`config.mk`:
```
export PLATFORM = sky130hd
export DESIGN_NAME = ptcr_core
export DESIGN_NICKNAME = d
export VERILOG_FILES = /design/src/rtl/ptcr_pkg.sv /design/src/rtl/ptcr_core.sv
export SDC_FILE = /design/constraint.sdc
export NUM_CORES = 1
export LEC_CHECK = 0
export BUFFER_PORTS_ARGS = -buffer_cell sky130_fd_sc_hd__buf_2
export CORE_ASPECT_RATIO = 0.6
export CORE_MARGIN = 5
export CORE_UTILIZATION = 46
export DETAILED_ROUTE_END_ITERATION = 16
export PLACE_DENSITY_LB_ADDON = 0.08
export SYNTH_ARGS = -nofsm -noshare
export SYNTH_HDL_FRONTEND = slang
export SYNTH_SLANG_ARGS = --single-unit
```
`constraint.sdc`:
```
create_clock -name clk -period 4.9 [get_ports clk]
set_clock_uncertainty 0.1 [all_clocks]
set_input_delay 1.47 -clock clk [delete_from_list [all_inputs] [get_ports clk]]
set_output_delay 1.47 -clock clk [all_outputs]
set_load 0.02 [all_outputs]
```
`src/rtl/ptcr_pkg.sv`:
```
/*
  constants, enumerations and carrier types of the pattern trigger and clock routing block.
  assumes a single 200 MHz clock and a plain register port driven by local software logic.
*/
package ptcr_pkg;

  // ---------------------------------------------------------------
  // sizes and clock rate
  // ---------------------------------------------------------------
  localparam int unsigned PTCR_AW      = 8;    // register address width
  localparam int unsigned PTCR_DW      = 32;   // register data width
  localparam int unsigned PTCR_NLINE   = 8;    // trigger bus lines and digital lines
  localparam int unsigned PTCR_DIO_W   = 16;   // digital mask word width
  localparam int unsigned PTCR_CLK_NS  = 5;    // clock period in ns

  // ---------------------------------------------------------------
  // register offsets (byte addresses, one word each)
  // ---------------------------------------------------------------
  localparam logic [7:0] PTCR_OFS_CTRL   = 8'h00;  // mode, timer, role, soft trigger
  localparam logic [7:0] PTCR_OFS_EVSEL  = 8'h04;  // event out / in line
  localparam logic [7:0] PTCR_OFS_CKSEL  = 8'h08;  // sample clock in / out line
  localparam logic [7:0] PTCR_OFS_BMASK  = 8'h0C;  // bus condition masks, 4 x 8
  localparam logic [7:0] PTCR_OFS_DMASK0 = 8'h10;  // digital rise / fall masks
  localparam logic [7:0] PTCR_OFS_DMASK1 = 8'h14;  // digital high / low masks
  localparam logic [7:0] PTCR_OFS_TPER   = 8'h18;  // timer period in cycles
  localparam logic [7:0] PTCR_OFS_STAT   = 8'h1C;  // read-only state
  localparam logic [7:0] PTCR_OFS_BDIR   = 8'h20;  // bus line direction, 1 = output

  // ---------------------------------------------------------------
  // field positions
  // ---------------------------------------------------------------
  localparam int unsigned PTCR_CTRL_PAT  = 0;   // pattern trigger mode enable
  localparam int unsigned PTCR_CTRL_TMR  = 1;   // internal timer source enable
  localparam int unsigned PTCR_CTRL_ROLE = 2;   // 1 = sample clock master
  localparam int unsigned PTCR_CTRL_SOFT = 3;   // write 1 = software trigger
  localparam int unsigned PTCR_SEL_OUT   = 0;   // lsb of out select field
  localparam int unsigned PTCR_SEL_IN    = 8;   // lsb of in select field
  localparam int unsigned PTCR_ST_DIO    = 8;   // lsb of digital levels in status
  localparam int unsigned PTCR_ST_OK     = 16;  // pattern satisfied
  localparam int unsigned PTCR_ST_SCLK   = 17;  // selected sample clock level
  localparam int unsigned PTCR_ST_CNT    = 24;  // lsb of event counter

  // condition mask indices
  localparam int unsigned PTCR_M_RISE = 0;
  localparam int unsigned PTCR_M_FALL = 1;
  localparam int unsigned PTCR_M_HIGH = 2;
  localparam int unsigned PTCR_M_LOW  = 3;

  // sample clock line codes
  localparam logic [3:0] PTCR_LINE_0    = 4'h0;
  localparam logic [3:0] PTCR_LINE_4    = 4'h4;
  localparam logic [3:0] PTCR_LINE_NONE = 4'h8;

  // ---------------------------------------------------------------
  // timing
  // ---------------------------------------------------------------
  localparam int unsigned PTCR_TMR_NS   = 1000;  // default timer period in ns
  localparam int unsigned PTCR_TMR_CYC  = PTCR_TMR_NS / PTCR_CLK_NS;
  localparam int unsigned PTCR_SCLK_NS  = 50;    // default sample clock half period
  localparam int unsigned PTCR_SCLK_CYC = PTCR_SCLK_NS / PTCR_CLK_NS;

  // ---------------------------------------------------------------
  // types
  // ---------------------------------------------------------------
  typedef enum logic {PTCR_SLAVE, PTCR_MASTER} ptcr_role_t;

  typedef struct packed {
    logic                 we;     // write strobe
    logic                 re;     // read strobe
    logic [PTCR_AW-1:0]   addr;   // byte address
    logic [PTCR_DW-1:0]   wdata;  // write data
  } ptcr_req_t;

  typedef struct packed {
    logic [PTCR_NLINE-1:0] level;  // value driven on each bus line
    logic [PTCR_NLINE-1:0] oe_n;   // low while the line is driven
  } ptcr_drv_t;

endpackage : ptcr_pkg

```
`src/rtl/ptcr_core.sv`:
```
/*
  pattern trigger combiner and sample clock router with its register file.
  assumes bus and digital lines arrive asynchronously and software owns the register port.
*/
// Local design decisions: the register offsets and the plain strobed port.
// Operation
// - event needs every configured line condition
// - conditions within one line are ored
// - sources bus, digital, timer, software trigger
// - four 8-bit bus masks, bit per line
// - mask index rise, fall, high, low
// - digital falling mask sits at index one
// - digital masks 16-bit, eight low bits used
// - timer gives periodic events only when enabled
// - event driven on selectable bus line
// - effective trigger from separate input line
// - sample clock role master or slave
// - clock input line 0, 4 or internal
// - clock output select only in master
// - master clock in and out may differ
module ptcr_core
  import ptcr_pkg::*;
#(
  parameter int unsigned NLINE    = PTCR_NLINE,
  parameter int unsigned TMR_CYC  = PTCR_TMR_CYC,
  parameter int unsigned SCLK_CYC = PTCR_SCLK_CYC
) (
  input  wire logic             clk,
  input  wire logic             rst_n,
  input  wire ptcr_req_t        req,
  output logic [PTCR_DW-1:0]    rdata,
  input  wire logic [NLINE-1:0] bus_in,
  output ptcr_drv_t             bus_drv,
  input  wire logic [NLINE-1:0] dio_in,
  output logic                  trig_event,
  output logic                  sample_clk
);

  // ---------------------------------------------------------------
  // register file
  // ---------------------------------------------------------------
  logic [3:0]             ctrl_r;        // pattern, timer, role (soft is a pulse)
  logic [2:0]             ev_out_sel_r;  // event_out_line_select
  logic [2:0]             ev_in_sel_r;   // event_in_line_select
  logic [3:0]             ck_in_sel_r;   // clock_in_line_select
  logic [3:0]             ck_out_sel_r;  // clock_out_line_select
  logic [3:0][7:0]        bmask_r;       // bus_line_condition_masks
  logic [3:0][15:0]       dmask_r;       // digital condition masks
  logic [31:0]            tper_r;        // timer period in cycles
  logic [NLINE-1:0]       bdir_r;        // bus line direction
  logic [PTCR_DW-1:0]     rdata_r;       // read answer
  logic                   soft_r;        // software trigger pulse
  logic                   wr_ctrl;       // write to control word
  ptcr_role_t             role;          // sample clock role

  assign wr_ctrl = req.we && (req.addr == PTCR_OFS_CTRL);
  assign role    = ctrl_r[PTCR_CTRL_ROLE] ? PTCR_MASTER : PTCR_SLAVE;

  // configuration writes; reset leaves every source off and clock lines internal
  always_ff @(posedge clk or negedge rst_n) begin
    if (!rst_n) begin
      ctrl_r       <= 4'h0;
      ev_out_sel_r <= 3'h0;
      ev_in_sel_r  <= 3'h0;
      ck_in_sel_r  <= PTCR_LINE_NONE;
      ck_out_sel_r <= PTCR_LINE_NONE;
      bmask_r      <= '0;
      dmask_r      <= '0;
      tper_r       <= 32'(TMR_CYC);
      bdir_r       <= '0;
    end else if (req.we) begin
      unique case (req.addr)
        PTCR_OFS_CTRL: begin
          // soft bit is not stored, it only fires a pulse
          ctrl_r <= {1'b0, req.wdata[PTCR_CTRL_ROLE:0]};
        end
        PTCR_OFS_EVSEL: begin
          ev_out_sel_r <= req.wdata[PTCR_SEL_OUT +: 3];
          ev_in_sel_r  <= req.wdata[PTCR_SEL_IN +: 3];
        end
        PTCR_OFS_CKSEL: begin
          ck_in_sel_r  <= req.wdata[PTCR_SEL_IN +: 4];
          ck_out_sel_r <= req.wdata[PTCR_SEL_OUT +: 4];
        end
        PTCR_OFS_BMASK:  bmask_r   <= req.wdata;
        PTCR_OFS_DMASK0: dmask_r[1:0] <= req.wdata;
        PTCR_OFS_DMASK1: dmask_r[3:2] <= req.wdata;
        PTCR_OFS_TPER:   tper_r    <= req.wdata;
        PTCR_OFS_BDIR:   bdir_r    <= req.wdata[NLINE-1:0];
        default: begin
          // unmapped or read-only: write ignored
        end
      endcase
    end
  end

  // software trigger has no enable of its own but fires an event only while pattern mode is on
  always_ff @(posedge clk or negedge rst_n) begin
    if (!rst_n) begin
      soft_r <= 1'b0;
    end else begin
      soft_r <= wr_ctrl && req.wdata[PTCR_CTRL_SOFT];
    end
  end

  // ---------------------------------------------------------------
  // input synchronisers and filtered levels
  // ---------------------------------------------------------------
  localparam int unsigned NIN = 2 * NLINE;
  logic [NIN-1:0] s1_r, s2_r, s3_r;  // three-stage chain
  logic [NIN-1:0] filt_r;            // accepted level
  logic [NIN-1:0] filt_q_r;          // previous accepted level
  logic [NIN-1:0] agree;             // stages two and three agree

  assign agree = ~(s2_r ^ s3_r);

  // the first stage only feeds the second, a level counts once stages agree
  always_ff @(posedge clk or negedge rst_n) begin
    if (!rst_n) begin
      s1_r     <= '0;
      s2_r     <= '0;
      s3_r     <= '0;
      filt_r   <= '0;
      filt_q_r <= '0;
    end else begin
      s1_r     <= {dio_in, bus_in};
      s2_r     <= s1_r;
      s3_r     <= s2_r;
      filt_r   <= (s2_r & agree) | (filt_r & ~agree);
      filt_q_r <= filt_r;
    end
  end

  // ---------------------------------------------------------------
  // per-line condition evaluation
  // ---------------------------------------------------------------
  logic [NIN-1:0] line_ok;  // line satisfied or not configured
  logic [NIN-1:0] line_cfg; // line carries at least one condition

  for (genvar i = 0; i < NIN; i++) begin : g_line
    logic [3:0] msk;  // enabled conditions
    logic [3:0] ev;   // conditions present this cycle
    if (i < NLINE) begin : g_bus
      assign msk = {bmask_r[PTCR_M_LOW][i], bmask_r[PTCR_M_HIGH][i],
                    bmask_r[PTCR_M_FALL][i], bmask_r[PTCR_M_RISE][i]};
    end else begin : g_dio
      // only the low eight bits of each 16-bit digital mask are defined
      assign msk = {dmask_r[PTCR_M_LOW][i-NLINE], dmask_r[PTCR_M_HIGH][i-NLINE],
                    dmask_r[PTCR_M_FALL][i-NLINE], dmask_r[PTCR_M_RISE][i-NLINE]};
    end
    // order follows the mask index: rise, fall, high, low
    assign ev = {~filt_r[i], filt_r[i],
                 ~filt_r[i] & filt_q_r[i], filt_r[i] & ~filt_q_r[i]};
    assign line_cfg[i] = |msk;
    assign line_ok[i]  = ~line_cfg[i] | |(msk & ev);
  end

  // ---------------------------------------------------------------
  // internal timer
  // ---------------------------------------------------------------
  logic [31:0] tcnt_r;  // cycles since the last tick
  logic        tick;    // periodic timer event
  logic        tmr_en;  // timer source enabled

  assign tmr_en = ctrl_r[PTCR_CTRL_TMR];
  // a zero period behaves as one cycle rather than stalling
  assign tick   = tmr_en && (tcnt_r + 32'h1 >= tper_r);

  // counter is held at zero while disabled so enabling starts a full period
  always_ff @(posedge clk or negedge rst_n) begin
    if (!rst_n) begin
      tcnt_r <= 32'h0;
    end else if (!tmr_en || tick) begin
      tcnt_r <= 32'h0;
    end else begin
      tcnt_r <= tcnt_r + 32'h1;
    end
  end

  // ---------------------------------------------------------------
  // combined pattern event
  // ---------------------------------------------------------------
  logic       pat_en;    // pattern trigger mode
  logic       any_cfg;   // some condition is configured
  logic       all_ok;    // each configured line has a condition holding
  logic       all_q_r;   // all_ok one cycle back
  logic       evt_r;     // combined event pulse
  logic       evt_q_r;   // event one cycle back, stretches the line level
  logic       evt_nxt;
  logic [7:0] ecnt_r;    // events fired, wraps

  assign pat_en  = ctrl_r[PTCR_CTRL_PAT];
  assign any_cfg = |line_cfg | tmr_en;
  // nothing configured must not fire every cycle, so an empty pattern never matches
  assign all_ok  = any_cfg && (&line_ok) && (!tmr_en || tick);
  assign evt_nxt = pat_en && ((all_ok && !all_q_r) || soft_r);

  // event pulse, match history and counter
  always_ff @(posedge clk or negedge rst_n) begin
    if (!rst_n) begin
      all_q_r <= 1'b0;
      evt_r   <= 1'b0;
      evt_q_r <= 1'b0;
      ecnt_r  <= 8'h00;
    end else begin
      all_q_r <= all_ok;
      evt_r   <= evt_nxt;
      evt_q_r <= evt_r;
      if (evt_nxt) begin
        ecnt_r <= ecnt_r + 8'h01;
      end
    end
  end

  // ---------------------------------------------------------------
  // sample clock generation and selection
  // ---------------------------------------------------------------
  logic [15:0] sdiv_r;   // half-period divider
  logic        sgen_r;   // generated sample clock
  logic        int_line; // internal sample clock line
  logic        sclk_sel; // selected clock source
  logic        sclk_r;

  // divider runs free; only a master routes the result anywhere
  always_ff @(posedge clk or negedge rst_n) begin
    if (!rst_n) begin
      sdiv_r <= 16'h0000;
      sgen_r <= 1'b0;
    end else if (sdiv_r + 16'h0001 >= 16'(SCLK_CYC)) begin
      sdiv_r <= 16'h0000;
      sgen_r <= ~sgen_r;
    end else begin
      sdiv_r <= sdiv_r + 16'h0001;
    end
  end

  // out select of none puts the master clock on the internal line
  assign int_line = (role == PTCR_MASTER) && (ck_out_sel_r >= PTCR_LINE_NONE)
                    && sgen_r;

  // input select holds in both roles; any code but 0 or 4 means internal
  always_comb begin
    unique case (ck_in_sel_r)
      PTCR_LINE_0: sclk_sel = filt_r[0];
      PTCR_LINE_4: sclk_sel = filt_r[4];
      default:     sclk_sel = int_line;
    endcase
  end

  always_ff @(posedge clk or negedge rst_n) begin
    if (!rst_n) begin
      sclk_r <= 1'b0;
    end else begin
      sclk_r <= sclk_sel;
    end
  end

  // ---------------------------------------------------------------
  // bus line drive and event input
  // ---------------------------------------------------------------
  logic [NLINE-1:0] lvl_r;   // driven levels
  logic [NLINE-1:0] oe_n_r;  // low while driving
  logic             trig_r;  // effective trigger pulse
  logic             ein;     // selected event input level
  logic             ein_q;

  // event line wins over a clock routed to the same line
  for (genvar i = 0; i < NLINE; i++) begin : g_drv
    always_ff @(posedge clk or negedge rst_n) begin
      if (!rst_n) begin
        lvl_r[i]  <= 1'b0;
        oe_n_r[i] <= 1'b1;
      end else begin
        oe_n_r[i] <= ~bdir_r[i];
        if (ev_out_sel_r == 3'(i)) begin
          // two cycles high: a one-cycle level never passes a listener's input filter,
          // our own loopback included, so the event would be lost on the wire
          lvl_r[i] <= evt_r || evt_q_r;
        end else if (role == PTCR_MASTER && ck_out_sel_r == 4'(i)) begin
          lvl_r[i] <= sgen_r;
        end else begin
          lvl_r[i] <= 1'b0;
        end
      end
    end
  end

  assign ein   = filt_r[ev_in_sel_r];
  assign ein_q = filt_q_r[ev_in_sel_r];

  // a loop through a hub returns the event on a line of its own choosing
  always_ff @(posedge clk or negedge rst_n) begin
    if (!rst_n) begin
      trig_r <= 1'b0;
    end else begin
      trig_r <= ein && !ein_q;
    end
  end

  // ---------------------------------------------------------------
  // read port
  // ---------------------------------------------------------------
  always_ff @(posedge clk or negedge rst_n) begin
    if (!rst_n) begin
      rdata_r <= '0;
    end else if (req.re) begin
      rdata_r <= '0;
      unique case (req.addr)
        PTCR_OFS_CTRL:   rdata_r[PTCR_CTRL_ROLE:0] <= ctrl_r[PTCR_CTRL_ROLE:0];
        PTCR_OFS_EVSEL: begin
          rdata_r[PTCR_SEL_OUT +: 3] <= ev_out_sel_r;
          rdata_r[PTCR_SEL_IN +: 3]  <= ev_in_sel_r;
        end
        PTCR_OFS_CKSEL: begin
          rdata_r[PTCR_SEL_OUT +: 4] <= ck_out_sel_r;
          rdata_r[PTCR_SEL_IN +: 4]  <= ck_in_sel_r;
        end
        PTCR_OFS_BMASK:  rdata_r <= bmask_r;
        PTCR_OFS_DMASK0: rdata_r <= dmask_r[1:0];
        PTCR_OFS_DMASK1: rdata_r <= dmask_r[3:2];
        PTCR_OFS_TPER:   rdata_r <= tper_r;
        PTCR_OFS_BDIR:   rdata_r[NLINE-1:0] <= bdir_r;
        PTCR_OFS_STAT: begin
          rdata_r[NLINE-1:0]               <= filt_r[NLINE-1:0];
          rdata_r[PTCR_ST_DIO +: NLINE]    <= filt_r[NIN-1:NLINE];
          rdata_r[PTCR_ST_OK]              <= all_ok;
          rdata_r[PTCR_ST_SCLK]            <= sclk_r;
          rdata_r[PTCR_ST_CNT +: 8]        <= ecnt_r;
        end
        default: begin
          // unmapped reads return zero
        end
      endcase
    end else begin
      rdata_r <= '0;  // answer stands for one cycle only
    end
  end

  assign rdata         = rdata_r;
  assign bus_drv.level = lvl_r;
  assign bus_drv.oe_n  = oe_n_r;
  assign trig_event    = trig_r;
  assign sample_clk    = sclk_r;
endmodule : ptcr_core

```
==> results by group, run 1 <==
STA
  – RSZ-0062 raised after global routing: false
  – Rel. slew slack: ~47%
  – Tcrit/Tclk final: about 92%
  – Slew Limit Fails: 0
  – Worst-Margin Slew: 0.796 ns
  – Worst Hold Margin: between 0.2 and 0.25 ns
  – Final hold violations: 0
  – Setup Viol. Count Final: 0
  – Tmin final: roughly 4.5 ns
  – Setup TNS: 0 ns
  – Max Clock Freq: 0.223 GHz

Finish
  – Commonest non-fill, non-tap cell in the layout: dfrtp_1
  – Share of layout cells above drive strength 1: between 20 and 30%
  – Commonest cells after routing, fill and taps aside: dfrtp_1 (331), mux2_2 (155), buf_2 (108)
  – Multi-input logic area: between 0.005 and 0.006 mm2
  – N_diodes: 0
  – Register area: approximately 0.0086 mm2
  – Layout area overhead: 16.0%
  – Final net count: 1400
  – FILL cells: between 2000 and 3000

Job
  – Max-Cap Viols: 0

Die
  – Initial Utilization: between 40 and 50%
  – Core Region: ~0.031 mm2
  – FP Rows: 50
  – Ports: 110
  – Die Y: 148 um
  – Die area: roughly 0.036 mm2
  – Die X: between 200 and 250 um

Clock network
  – CTS root buf: clkbuf_16
  – Clk_lat worst skew: roughly 0.54 ns
  – CTS tree: built
  – H-tree depth: 2
  – TritonCTS buffer count: 35
  – Clock Sinks: between 300 and 400
  – Post CTS Setup Buffer Count: 0
  – Clock transition at path regs: 0.06 ns
  – Largest buffer count on any clock path: 3

GRT
  – First-pass GRT wire length: between 60000 and 70000 um
  – Number of global-route vias before repair: about 10000
  – Gr usage total: approximately 23%
  – Pin count of the biggest net entering global routing: 102
  – Overflow after GRT: 0
  – Antenna violations before repair: 3

Synthesis
  – Yosys reg bits: about 340
  – Sequential share of the synthesized area: between 50% and 60%
  – Unique masters post-synth: just over 60
  – Mapped Cells: roughly 1200
  – Post-synth top flop: dfrtp_1
  – Number of flops mapped to enable cells by yosys: 0
  – Mapped Area: between 0.01 and 0.015 mm2
  – Ys Warns: 0
  – Synth async-reset ratio: 100%
  – Average cell area after synthesis: between 10 and 15 um2

Pwr
  – Leak Pwr: 7.83 nW
  – Peak supply drop: between 0.15 and 0.2 mV
  – PwrDens: roughly 360 mW/mm2

Worst setup path
  – Reg-to-Reg Start: tcnt_r[3]
  – Required time of the critical path: between 5 and 6 ns
  – CP most frequent cell: nand4_1
  – Cells along the critical path: nand4_1 -> or4_1 -> nor2b_1 -> nand2_1 -> nor3_2 -> nand3_1 -> xnor2_1 -> ha_1 -> nand4_1 -> or2_2 -> nor2_1 -> a2111o_1 -> nor4b_4 -> nor2_2 -> mux2_1
  – Arr. time, crit path: 4.80 ns
  – Slowest library cell on the worst path: or4_1
  – Reg2Reg Depth: 15
  – CP startpoint: tcnt_r[3]
  – Crit Path Category: reg -> reg
  – Worst stage delay on the critical path: 0.70 ns
  – Critical path launch point type: flop
  – Worst Setup End Kind: flop
  – Worst reg2reg endpoint: ecnt_r[1]
  – Worst Setup EP: ecnt_r[1]
  – CP max FO: 7
  – R2R Setup Slk: ~0.42 ns

Placed design
  – Port Buf Inserts: about 110
  – Post-DP HPWL: between 20000 and 30000 um
  – Gpl congestion: 0.920

Detailed routing
  – DRC: 0
  – DR vias/cell: ~5.8
  – WL final: 40600 um
  – TritonRoute pass-1 iters: 8
  – Drt wl/cell: around 23 um
  – Iter 0 DRT Violations: 992
  – Post-route ant nets: 0
  – Detailed-route via count: approximately 10000

Hold path
  – Hold WC Path Type: reg -> reg

Outcome
  – Outcome: completed
[Yosys cell counts, types with 3 or more instances]
cell / instances / area (um2)
o211ai_1: 3 / 22.5
o311ai_0: 4 / 35.0
nor2_1: 34 / 128
maj3_1: 16 / 160
a221oi_1: 4 / 35.0
o21ai_1: 3 / 15.0
nand3_1: 23 / 115
or3_1: 3 / 18.8
a21oi_1: 37 / 185
and2_1: 3 / 18.8
a21o_1: 4 / 30.0
a211oi_1: 10 / 75.1
xor2_1: 17 / 149
a31oi_1: 19 / 119
o32ai_1: 6 / 52.6
xnor2_1: 25 / 219
buf_1: 12 / 45.0
a222oi_1: 20 / 200
nand4_1: 18 / 113
nor4_1: 20 / 125
o21ai_0: 16 / 80.1
nand2_1: 34 / 128
nor2b_1: 39 / 244
o22ai_1: 5 / 31.3
and3_1: 9 / 56.3
nand2b_1: 13 / 81.3
dfstp_2: 13 / 342
a22o_1: 3 / 26.3
nor4b_1: 8 / 70.1
a22oi_1: 53 / 398
a2111o_1: 3 / 33.8
ha_1: 36 / 450
a2111oi_0: 7 / 61.3
nand3b_1: 8 / 60.1
clkbuf_1: 21 / 78.8
inv_1: 58 / 218
mux2_2: 155 / 1750
nor3_1: 22 / 110
dfrtp_1: 331 / 8280
and4_1: 6 / 52.6
[how the worst min path moves through the flow]
stage                     to  cells past startpoint  startpoint  slack (ns)
floorplan            s2_r[0]                      0     s1_r[0]        0.23
global placement    s2_r[14]                      0    s1_r[14]        0.23
detailed placement   s2_r[2]                      0     s1_r[2]        0.23
CTS                  s2_r[7]                      0     s1_r[7]        0.24
global route         s2_r[4]                      0     s1_r[4]        0.25
finish               s2_r[7]                      0     s1_r[7]        0.24
[critical path: cells and delay by family, from the launching register on]
kind	cells	cell delay, ns
AOI/OAI and AO/OA	1	0.17
DFF	1	0.43
and+or+nand+nor	11	2.91
muxes	1	0.32
adders and majority gates	1	0.29
xor gates and xnor gates	1	0.16
[what timing repair did]
| action | 4_1_cts | 5_1_grt |
|---|---|---|
| resized for setup | 0 | 2 |
| hold buffers | 0 | 0 |
| endpoints found under the setup margin | 0 | 2 |
[through the flow]
step                      util (%)  area [um2]  setup WS [ns]  cells  total power [mW]
after floorplan                  -       14700          0.931   1163              3.32
after global placement        50.8       15900          0.418   1683              3.56
after detailed placement      50.8       15900          0.286   1683              3.57
after CTS                     54.3       17000          0.278   1743              6.21
after global routing          54.3       17000         0.0642   1743              6.40
final                         54.3       17000          0.416   1743              6.15
[registers in the layout, summed over array words and instances, names as in the netlist, 4 cells and up, named ones only]
register / count
dmask_r: 64
bmask_r: 32
rdata: 32
tcnt_r: 32
tper_r: 32
bus_drv: 16
filt_q_r: 16
s1_r: 16
s2_r: 16
s3_r: 16
sdiv_r: 16
bdir_r: 8
ecnt_r: 8
ck_in_sel_r: 4
ck_out_sel_r: 4
[power breakdown]
group | switching (mW) | total (mW) | internal (mW)
sequential | 0.149 | 3.12 | 2.97
combinational | 0.228 | 0.398 | 0.170
clock | 1.12 | 2.63 | 1.51
total | 1.50 | 6.15 | 4.65
[kinds of logic after synthesis]
family / after synthesis / share of synthesized area (%)
xor+xnor: 42 / 2.51
buf+inv: 93 / 2.40
mux: 157 / 12.0
fa+ha+maj: 52 / 4.16
simple gates: 251 / 9.69
other cells: 1 / 0.0256
flops: 344 / 58.8
compound gates: 212 / 10.4
[cell type report]
class                      count  area share, %
timing repair buffer         139           4.68
tap                          416           3.06
multi-input combinational    726           33.8
sequential                   344           50.7
clock buffer                  49           5.75
clock inverter                11          0.735
inverter                      58           1.28
[metal layers]
metal / part of all wire (%) / track usage, % / wire (um)
met4: 1.5 / 4.88 / 614
met2: 39 / 30.9 / 16000
met5: 0.064 / 0 / 26
met3: 10 / 7.62 / 4090
met1: 49 / 36.9 / 19900
Note: power is estimated with default switching activity, not from simulation.
==> inputs of run 2 (changes only) <==
--- a/config.mk
+++ b/config.mk
@@ -9,8 +9,10 @@
 export CORE_ASPECT_RATIO = 0.6
 export CORE_MARGIN = 5
 export CORE_UTILIZATION = 46
+export CTS_BUF_LIST = sky130_fd_sc_hd__clkbuf_16
 export DETAILED_ROUTE_END_ITERATION = 16
 export PLACE_DENSITY_LB_ADDON = 0.08
+export SETUP_SLACK_MARGIN = 0.4
 export SYNTH_ARGS = -nofsm -noshare
 export SYNTH_HDL_FRONTEND = slang
 export SYNTH_SLANG_ARGS = --single-unit
==> run 2 against run 1 <==
Against the previous run:
- fmax rose by 5.7%
- largest cell class unchanged
- sequential cell count stayed put
- first-iteration DRC count increased by 0.60%
- clock power shrank 4%
- power down 1.5%
- routed wire length rose by 0.37%
- core utilization rose by 0.14 points
- cell count rose by 0.29%
- clock-buffer cell count fell by 14
- combinational power rose by 1%
==> results by group, run 2 (synthesis gave the netlist of run 1 again) <==
Worst setup path
  – Slowest library cell on the worst path: or4_4
  – Required time of the critical path: 5.22 ns (about the same)
  – CP max FO: 7 (unchanged)
  – Crit path max-delay family: simple AND/OR/NAND/NOR gates
  – Critical path launch point type: flop
  – Reg-to-Reg Start: tcnt_r[4]
  – Arr. time, crit path: 4.56 ns (-0.24 ns)
  – Cells along the critical path: nand4_1 -> buf_4 -> or4_4 -> nor2b_4 -> and2_1 -> nand4_1 -> xnor2_1 -> ha_1 -> a21oi_1 -> nand2_1 -> a221oi_1 -> nor2_1 -> a2111o_1 -> nor4b_4 -> buf_4 -> nor2_2 -> mux2_1
  – Worst Setup End Kind: flop
  – CP startpoint: tcnt_r[4]
  – Crit Path Category: reg -> reg
  – Buffers & Inverters on Critical Path: 2 (+2)
  – Worst stage delay on the critical path: 0.48 ns (-0.22 ns)

Clock network
  – Clock transition at path regs: 0.06 ns (about the same)
  – Clk_lat worst skew: 0.53 ns (about the same)
  – Clock Sinks: 344 (unchanged)
  – H-tree depth: 2 (unchanged)
  – Largest buffer count on any clock path: 3 (unchanged)
  – TritonCTS buffer count: 35 (unchanged)
  – CTS root buf: clkbuf_16
  – CTS tree: built

STA
  – Final hold violations: 0 (unchanged)
  – Tmin final: 4.24 ns (-0.241 ns)
  – Setup WS post-layout: 0.657 ns (+0.241 ns)
  – Slew Limit Fails: 0 (unchanged)
  – Max Clock Freq: 0.236 GHz (+5.7%)
  – Rel. slew slack: 47.1% (+0.20 points)
  – RSZ-0062 raised after global routing: false
  – Worst-Margin Slew: 0.793 ns (-0.00301 ns)
  – Setup TNS: 0 ns (unchanged)
  – Setup Viol. Count Final: 0 (unchanged)
  – Worst Hold Margin: 0.236 ns (-0.00140 ns)
  – Tcrit/Tclk final: 86.6% (-4.9 points)

GRT
  – Gr usage total: 23.3% (about the same)
  – Pin count of the biggest net entering global routing: 102 (unchanged)
  – Antenna violations before repair: 3 (unchanged)
  – Number of global-route vias before repair: 10200 (+0.15%)
  – Overflow after GRT: 0 (unchanged)
  – First-pass GRT wire length: 63500 um (about the same)

Pwr
  – Leak Pwr: 7.93 nW (+1.2%)
  – Net switching power figure: 1.50 mW (+0.25%)
  – Int Power: 4.55 mW (-2.1%)
  – PwrDens: 355 mW/mm2 (-1.7%)
  – Sequential share of power: 51.5% (+0.8 points)
  – Sw frac: 24.8% (+0.43 points)
  – Combinational Power Share: 6.6% (about the same)
  – Peak supply drop: 0.197 mV (-1.4%)
  – Clk pwr share: 41.8% (-1.0 points)

Finish
  – Share of layout cells above drive strength 1: 28.2% (+0.37 points)
  – Final net count: 1404 (+0.29%)
  – Commonest non-fill, non-tap cell in the layout: dfrtp_1
  – Commonest cells after routing, fill and taps aside: dfrtp_1 (331), mux2_2 (155), buf_2 (108)
  – Biggest register: dmask_r
  – Largest register FFs: 64 (unchanged)
  – Layout area overhead: 16.3%

Placed design
  – Post-DP HPWL: 30000 um (unchanged)
  – Place WS: 0.286 ns (unchanged)
  – Gpl congestion: 0.920 (unchanged)
  – Port Buf Inserts: 109 (unchanged)

Die
  – FP Rows: 50 (unchanged)
  – Initial Utilization: 46.8% (unchanged)
  – Die area: 0.0357 mm2 (unchanged)
  – Die X: 241 um (unchanged)
  – Die Y: 148 um (unchanged)
  – Core Region: 0.0313 mm2 (unchanged)
  – Ports: 110 (unchanged)

Detailed routing
  – Post-route ant nets: 0 (unchanged)
  – Drt wl/cell: 23.3 um (about the same)
  – DRC: 0 (unchanged)
  – Iter 0 DRT Violations: 998 (+0.60%)
  – Detailed-route via count: 10200 (+0.25%)
  – DR vias/cell: 5.84 (about the same)
  – WL final: 40800 um (+0.37%)
  – TritonRoute pass-1 iters: 8 (unchanged)

Hold path
  – Hold WC Path Type: reg -> reg
  – Hold Crit Start: s1_r[7]

Job
  – Max-Cap Viols: 0 (unchanged)

Outcome
  – Outcome: completed
run 2: changes by cell type in the layout (fill, tap and decap cells not counted), moves of 2 or more:
cell and change:
clkbuf_1 -9, inv_1 +9, clkbuf_8 -5, clkinv_1 +5, buf_4 +4, nor3_4 +2
run 2: what timing repair did:
item	4_1_cts	5_1_grt
endpoints found under the setup margin	3	13
resized for setup	1	12
buffers inserted	0	4
pin swaps	0	4
hold buffers	0	0
run 2: worst register-to-register path: cells and delay by family, from the launching register on:
family / cells / cell delay (ns)
AND/OR/NAND/NOR: 9 / 1.61
multiplexers: 1 / 0.33
AO/OA/AOI/OAI: 3 / 0.79
buffers and inverters: 2 / 0.40
XOR/XNOR: 1 / 0.22
adder cells (fa/ha/maj): 1 / 0.30
flip-flops: 1 / 0.40
run 2: final timing paths:
path	end	slack (ns)	cells past startpoint
setup / recovery	ecnt_r[1]	0.66	17
hold / removal	s2_r[7]	0.24	0
setup reg to reg	ecnt_r[1]	0.66	17
hold reg to reg	s2_r[7]	0.24	0
max in group asynchronous	bus_drv[1]	2.88	2
min in group asynchronous	sdiv_r[7]	0.86	1
run 2: cell type report:
| type | instances | area [um2] |
|---|---|---|
| fillers | 2662 | 14300 |
| flip-flops and latches | 344 | 8620 |
| multi-input cells | 726 | 5820 |
| clock buffers | 35 | 876 |
| repair buffers | 143 | 827 |
| well taps | 416 | 520 |
| inverters | 58 | 218 |
| clock inverters | 25 | 178 |
| diodes | 1 | 2.50 |
run 2: metal layers:
metal / GRT usage, % / vias to the layer above / routed length (um)
met5: 0 / - / 26
met4: 4.88 / 4 / 612
met3: 7.62 / 44 / 3920
met2: 30.9 / 368 / 16100
met1: 36.9 / 5188 / 20100
li1: - / 4597 / -
run 2: power groups by stage:
| stage | clock [mW] | combinational, mW | sequential, mW |
|---|---|---|---|
| 2_1_floorplan | 0 | 0.218 | 3.10 |
| 3_3_place_gp | 0 | 0.396 | 3.16 |
| 3_5_place_dp | 0 | 0.402 | 3.16 |
| 4_1_cts | 2.60 | 0.404 | 3.11 |
| 5_1_grt | 2.72 | 0.454 | 3.13 |
| 6_report | 2.53 | 0.402 | 3.12 |
run 2: per-stage QoR:
step	power (mW)	instance area (um2)	cells	util (%)
after floorplan	3.32	14700	1163	-
after global placement	3.56	15900	1683	50.8
after detailed placement	3.57	15900	1683	50.8
after CTS	6.11	17000	1743	54.1
after global routing	6.31	17100	1747	54.4
final	6.05	17100	1748	54.4
